$ cat src/hlc_map.svh
`ifndef HLC_MAP_SVH
`define HLC_MAP_SVH

// Driver levels
`define HLC_OFF 1'b0
`define HLC_ON 1'b1

// Idle level of active-low outputs and of the ring pin
`define HLC_N_IDLE 1'b1
`define HLC_RING_IDLE 1'b1

// Open-drain relay pins only ever pull low
`define HLC_OD_LEVEL 1'b0

// One-hot power state codes
`define HLC_ST_AWAKE_CODE 2'b01
`define HLC_ST_SLEEP_CODE 2'b10

`endif

$ cat src/hlc_pkg.sv
`include "hlc_map.svh"

package hlc_pkg;

  typedef enum logic [1:0] {
    HLC_ST_AWAKE = `HLC_ST_AWAKE_CODE,
    HLC_ST_SLEEP = `HLC_ST_SLEEP_CODE
  } hlc_pwr_state_t;

endpackage

$ cat src/hlc_line_ctrl.sv
`timescale 1ns/10ps
`include "hlc_map.svh"

// Behaviour
// Transceiver disable output is low exactly while select and read are both low.
// With no read in progress the transceiver disable output stays high.
// Host interrupt output is inactive unless the interrupt output enable bit is set.
// Host interrupt output follows pending interrupt status like a classic UART.
// Both line transmit outputs turn off when transmitter disabled or analog loopback.
// Talk/data relay driver held off during reset and throughout sleep.
// Talk/data and off-hook relay drivers switch together in the same cycle.
// Off-hook relay driver held off during reset and throughout sleep.
// Off-hook relay driver asserted to take the line off-hook.
// A falling edge on the ring detect input leaves sleep mode.
// External ring detector signals a ringing voltage of about 15 to 63 Hz.
// Line-in-use indicator is low while the line is in use, high otherwise.
// Host drives active-low select and read strobe together to read a register.
// Ring detect input passes two flip-flops before falling edges are detected.
module hlc_line_ctrl
  import hlc_pkg::*;
(
  // Clock and reset
  input wire logic core_clk,
  input wire logic rst,

  // Host bus strobes
  input wire logic host_select_n,
  input wire logic host_read_n,
  output logic xcvr_drive_disable_n,

  // Interrupt path
  input wire logic irq_pending,
  input wire logic irq_output_enable,
  output logic host_irq_out,

  // Transmit path
  input wire logic tx_enable,
  input wire logic analog_loopback,
  input wire logic tx_pos_in,
  input wire logic tx_neg_in,
  output logic line_tx_pos,
  output logic line_tx_neg,
  output logic line_tx_on,

  // Hook control and power
  input wire logic off_hook_request,
  input wire logic sleep_request,
  input wire logic ring_detect,
  output logic sleep_active,
  output logic wake_event,

  // Relay drivers, open drain
  output logic hook_relay_drive_o,
  output logic hook_relay_drive_oe,
  output logic handset_relay_drive_o,
  output logic handset_relay_drive_oe,

  // Key telephone indicator
  output logic line_in_use_n
);

  ////////////////////////////////////////////////////////////////////////////
  // Declarations

  logic host_reading;
  logic tx_allowed;
  logic ring_fall;
  logic relay_want;
  logic ring_meta_ff;
  logic ring_sync_ff;
  logic ring_prev_ff;
  logic irq_ff;
  logic nxt_irq;
  logic tx_pos_ff;
  logic tx_neg_ff;
  logic tx_on_ff;
  logic nxt_tx_pos;
  logic nxt_tx_neg;
  logic relay_on_ff;
  logic nxt_relay_on;
  logic wake_ff;
  logic nxt_wake;
  hlc_pwr_state_t pwr_state_ff;
  hlc_pwr_state_t nxt_pwr_state;

  ////////////////////////////////////////////////////////////////////////////
  // Host bus transceiver control

  // Decoded straight from the pins so the transceiver turns round with the strobe
  assign host_reading = !host_select_n && !host_read_n;
  assign xcvr_drive_disable_n = !host_reading;

  ////////////////////////////////////////////////////////////////////////////
  // Host interrupt

  assign nxt_irq = irq_pending && irq_output_enable;

  always_ff @(posedge core_clk) begin
    if (rst) begin
      irq_ff <= `HLC_OFF;
    end else begin
      irq_ff <= nxt_irq;
    end
  end

  assign host_irq_out = irq_ff;

  ////////////////////////////////////////////////////////////////////////////
  // Line transmit outputs

  assign tx_allowed = tx_enable && !analog_loopback;
  assign nxt_tx_pos = tx_allowed && tx_pos_in;
  assign nxt_tx_neg = tx_allowed && tx_neg_in;

  always_ff @(posedge core_clk) begin
    if (rst) begin
      tx_on_ff <= `HLC_OFF;
      tx_pos_ff <= `HLC_OFF;
      tx_neg_ff <= `HLC_OFF;
    end else begin
      tx_on_ff <= tx_allowed;
      tx_pos_ff <= nxt_tx_pos;
      tx_neg_ff <= nxt_tx_neg;
    end
  end

  assign line_tx_on = tx_on_ff;
  assign line_tx_pos = tx_pos_ff;
  assign line_tx_neg = tx_neg_ff;

  ////////////////////////////////////////////////////////////////////////////
  // Ring detect synchroniser and edge

  always_ff @(posedge core_clk) begin
    if (rst) begin
      ring_meta_ff <= `HLC_RING_IDLE;
      ring_sync_ff <= `HLC_RING_IDLE;
      ring_prev_ff <= `HLC_RING_IDLE;
    end else begin
      ring_meta_ff <= ring_detect;
      ring_sync_ff <= ring_meta_ff;
      ring_prev_ff <= ring_sync_ff;
    end
  end

  // Ringing cadence comes from the external detector; only its edge matters here
  assign ring_fall = ring_prev_ff && !ring_sync_ff;

  ////////////////////////////////////////////////////////////////////////////
  // Power state

  // A wake edge in the same cycle as a sleep request keeps the device awake
  always_comb begin
    nxt_pwr_state = pwr_state_ff;
    nxt_wake = `HLC_OFF;
    unique case (pwr_state_ff)
      HLC_ST_AWAKE: begin
        if (sleep_request && !ring_fall) begin
          nxt_pwr_state = HLC_ST_SLEEP;
        end
      end
      HLC_ST_SLEEP: begin
        if (ring_fall) begin
          nxt_pwr_state = HLC_ST_AWAKE;
          nxt_wake = `HLC_ON;
        end
      end
      default: begin
        nxt_pwr_state = HLC_ST_AWAKE;
      end
    endcase
  end

  always_ff @(posedge core_clk) begin
    if (rst) begin
      pwr_state_ff <= HLC_ST_AWAKE;
      wake_ff <= `HLC_OFF;
    end else begin
      pwr_state_ff <= nxt_pwr_state;
      wake_ff <= nxt_wake;
    end
  end

  assign sleep_active = (pwr_state_ff == HLC_ST_SLEEP);
  assign wake_event = wake_ff;

  ////////////////////////////////////////////////////////////////////////////
  // Relay drivers

  // The relay is clamped off in any cycle that will be spent asleep
  assign relay_want = off_hook_request;
  assign nxt_relay_on = relay_want && (nxt_pwr_state == HLC_ST_AWAKE);

  always_ff @(posedge core_clk) begin
    if (rst) begin
      relay_on_ff <= `HLC_OFF;
    end else begin
      relay_on_ff <= nxt_relay_on;
    end
  end

  // One flop feeds both drivers so they can never switch apart
  assign hook_relay_drive_oe = relay_on_ff;
  assign handset_relay_drive_oe = relay_on_ff;
  assign hook_relay_drive_o = `HLC_OD_LEVEL;
  assign handset_relay_drive_o = `HLC_OD_LEVEL;

  // Line in use whenever the modem holds the line off-hook
  assign line_in_use_n = !relay_on_ff;
endmodule

$ cat config.mk
export PLATFORM = sky130hd
export DESIGN_NAME = hlc_line_ctrl
export DESIGN_NICKNAME = d
export VERILOG_FILES = /design/src/hlc_pkg.sv /design/src/hlc_line_ctrl.sv
export VERILOG_INCLUDE_DIRS = /design/src
export SDC_FILE = /design/constraint.sdc
export NUM_CORES = 1
export LEC_CHECK = 0
export BUFFER_PORTS_ARGS = -buffer_cell sky130_fd_sc_hd__buf_2
export CELL_PAD_IN_SITES_DETAIL_PLACEMENT = 1
export CELL_PAD_IN_SITES_GLOBAL_PLACEMENT = 1
export CORE_MARGIN = 2
export CORE_UTILIZATION = 30
export DETAILED_ROUTE_END_ITERATION = 16
export PLACE_DENSITY_LB_ADDON = 0.1
export SLEW_MARGIN = 20
export SYNTH_ARGS = -nofsm -noshare
export SYNTH_HDL_FRONTEND = slang
export SYNTH_SLANG_ARGS = --single-unit
$ cat constraint.sdc
create_clock -name core_clk -period 2.5 [get_ports core_clk]
set_clock_uncertainty 0.05 [all_clocks]
set_input_delay 0.25 -clock core_clk [delete_from_list [all_inputs] [get_ports core_clk]]
set_output_delay 0.25 -clock core_clk [all_outputs]
set_load 0.01 [all_outputs]
==> reports/qor.yml <==
cp.required_ns: 2.59
ff2ff_path_depth: 6
end_kind: "flip-flop"
cts_resized: 0
min_period_ns: 1.412
die-width_um: 42.70
leakage_nw: 0.2921
grt_pass1_wl_mm: 1.331
path_clk_slew_ns: 0.08
synth.top_cells.by_count: "dfxtp_1, or2_2, buf_4, inv_1, nand2_1"
synth.area.top_cells: "dfxtp_1, ha_1, or2_2"
die_area_um2: 1823
setup_viol: 0
via_count: 354
synth_enable_flop_cells: 0
timing.final.crit_share_pct: 56.48
cts_tree: "yes"
port_buffers: 22
sequentialPowerShare_pct: 41.1
drv_cap: 0
clkPwrFrac_pct: 22.4
drt_iter0_markers: 6
core_um2: 1350
cts_sinks: 11
grt_pass1_vias: 331
crit_fanout: 3
ys.flop_type: "dfxtp_1"
p_int_mw: 0.3455
timing.final.hold_violations: 0
yosys.area.top_type: "dfxtp_1"
grt_use_total_pct: 9.904
antenna_found_initial: 0
cts_buffer_depth: 2
start_kind: "flip-flop"
synth-seq-cells: 11
rows: 13
timing.fmax_ghz: 0.7083
worst_slack_ns: 1.088
place.gp.congestion: 0.7390
yosysMostFrequentCell: "dfxtp_1"
root_buffer: "clkbuf_4"
p_per_area_nw_per_um2: 911.9
drive_above_1_share_pct: 53.85
initial_core_util_pct: 33.27
yosysWarnings: 0
die_y_um: 42.70
drc: 0
diodes: 0
io_pins: 25
yosysSeqAreaShare_pct: 49.03
hold_ws_ns: 0.1008
via_per_inst: 4.425
htree_levels: 1
antenna_left: 0
hold_depth: 2
holdBufCountCts: 0
syn-instance-count: 42
tns_ns: 0
syn_area_um2: 449.2
worst_ep_arrival_time_ns: 1.50
async_flop_share_pct: 0
pre_cts_ws_ns: 1.095
p_sw_mw: 0.1850
p_sw_share_pct: 34.87
rsz0062_at_grt: "false"
cp_cell_sequence: "inv_1, ha_1, nand2_1, a21oi_1, a211oi_1, nor4b_2"
grt_max_degree: 10
crit_path_top_delay_cell: "dfxtp_1"
worst_hold_path_type: "in -> reg"
dr.pass1.iters: 2
max_stage_delay_ns: 0.40
clock_latency_ns: 0.27
comb_power_share_pct: 36.4
yosysTopAreaCellShare_pct: 49.03
cts_setup_buffers: 0
syn_to_final_growth_pct: 29.53
final_net_count: 81
status: "complete, no violations"
peakVddDrop_uv: 377.6
wl_um: 789
hpwl_um: 667.7
yosysUniqueCellTypes: 20
overflow: 0
cts-buffers-inserted: 3
path_class: "reg -> reg"
slew_viol_final: 0
routedWlPerCell_um: 9.863
syn_avg_cell_area_um2: 10.69
==> worst paths after layout <==
kind                                 startpoint                     end  slack [ns]
worst max-delay path            pwr_state_ff[1]  handset_relay_drive_oe        1.09
worst max register to register  pwr_state_ff[1]  handset_relay_drive_oe        1.09
worst min register to register     ring_meta_ff            ring_sync_ff        0.38
worst min-delay path            analog_loopback              line_tx_on        0.10
==> cell type report <==
cell class / count / area [um2]
Multi-Input combinational cell: 25 / 193.9
Timing Repair Buffer: 22 / 110.1
Inverter: 3 / 11.26
Clock inverter: 1 / 5.005
Clock buffer: 3 / 22.52
Tap cell: 15 / 18.77
Sequential cell: 11 / 220.2
Fill cell: 181 / 768.2
==> worst max-delay path: cells and delay by family, from the launching register on <==
family                     cells  cell delay (ns)
adders and majority gates      1             0.24
buffers and inverters          1             0.06
AOI/OAI and AO/OA              2             0.36
and+or+nand+nor                2             0.18
DFF                            1             0.40
==> placed cells by master (no fill, tap or decap), drive strengths merged, types with 2 or more instances in the layout <==
| cell | instances |
|---|---|
| nand2b | 2 |
| conb | 2 |
| a21oi | 2 |
| nor3b | 2 |
| inv | 3 |
| clkbuf | 3 |
| dfxtp | 11 |
| buf | 22 |
| nand2 | 3 |
| and2 | 2 |
| ha | 2 |
| or2 | 4 |
==> metal layers <==
layer,track usage (%),vias up,part of all wire (%)
met5,0,-,0
met1,11.92,159,46
met2,14.85,17,46
met4,3.750,0,0
met3,5.106,0,8.2
li1,-,178,-
==> cell families (layout without fill, tap and decap cells) <==
logic type / Yosys count / in the layout / synth area share [%]
simple gates: 17 / 17 / 26.46
fa+ha+maj: 2 / 2 / 5.570
flops: 11 / 11 / 49.02
buf+inv: 7 / 29 / 8.633
other cells: 1 / 2 / 0.8349
compound gates: 4 / 4 / 9.471
==> state kept, by name (all words and copies together), names as in the netlist <==
| register | count |
|---|---|
| handset_relay_drive_oe | 1 |
| line_tx_on | 1 |
| host_irq_out | 1 |
| wake_event | 1 |
| line_tx_neg | 1 |
| ring_prev_ff | 1 |
| ring_sync_ff | 1 |
| pwr_state_ff | 2 |
| line_tx_pos | 1 |
| ring_meta_ff | 1 |
==> power by group through the flow <==
| stage | registers [mW] | logic [mW] | clock network, mW |
|---|---|---|---|
| 2_1_floorplan | 0.223 | 0.155 | 0 |
| 4_1_cts | 0.219 | 0.197 | 0.124 |
| 3_5_place_dp | 0.223 | 0.196 | 0 |
| 5_1_grt | 0.222 | 0.218 | 0.137 |
| 3_3_place_gp | 0.222 | 0.197 | 0 |
| 6_report | 0.218 | 0.193 | 0.119 |
==> stage by stage <==
step | util, % | total power [mW] | std cells | instance area, um2
2_1_floorplan | - | 0.3773 | 43 | 452.9
3_5_place_dp | 41.06 | 0.4195 | 76 | 554.3
5_1_grt | 43.10 | 0.5777 | 80 | 581.8
6_report | 43.10 | 0.5305 | 80 | 581.8
4_1_cts | 43.10 | 0.5401 | 80 | 581.8
3_3_place_gp | 41.06 | 0.4192 | 76 | 554.3
No activity file was read; power rests on OpenSTA's default activity.
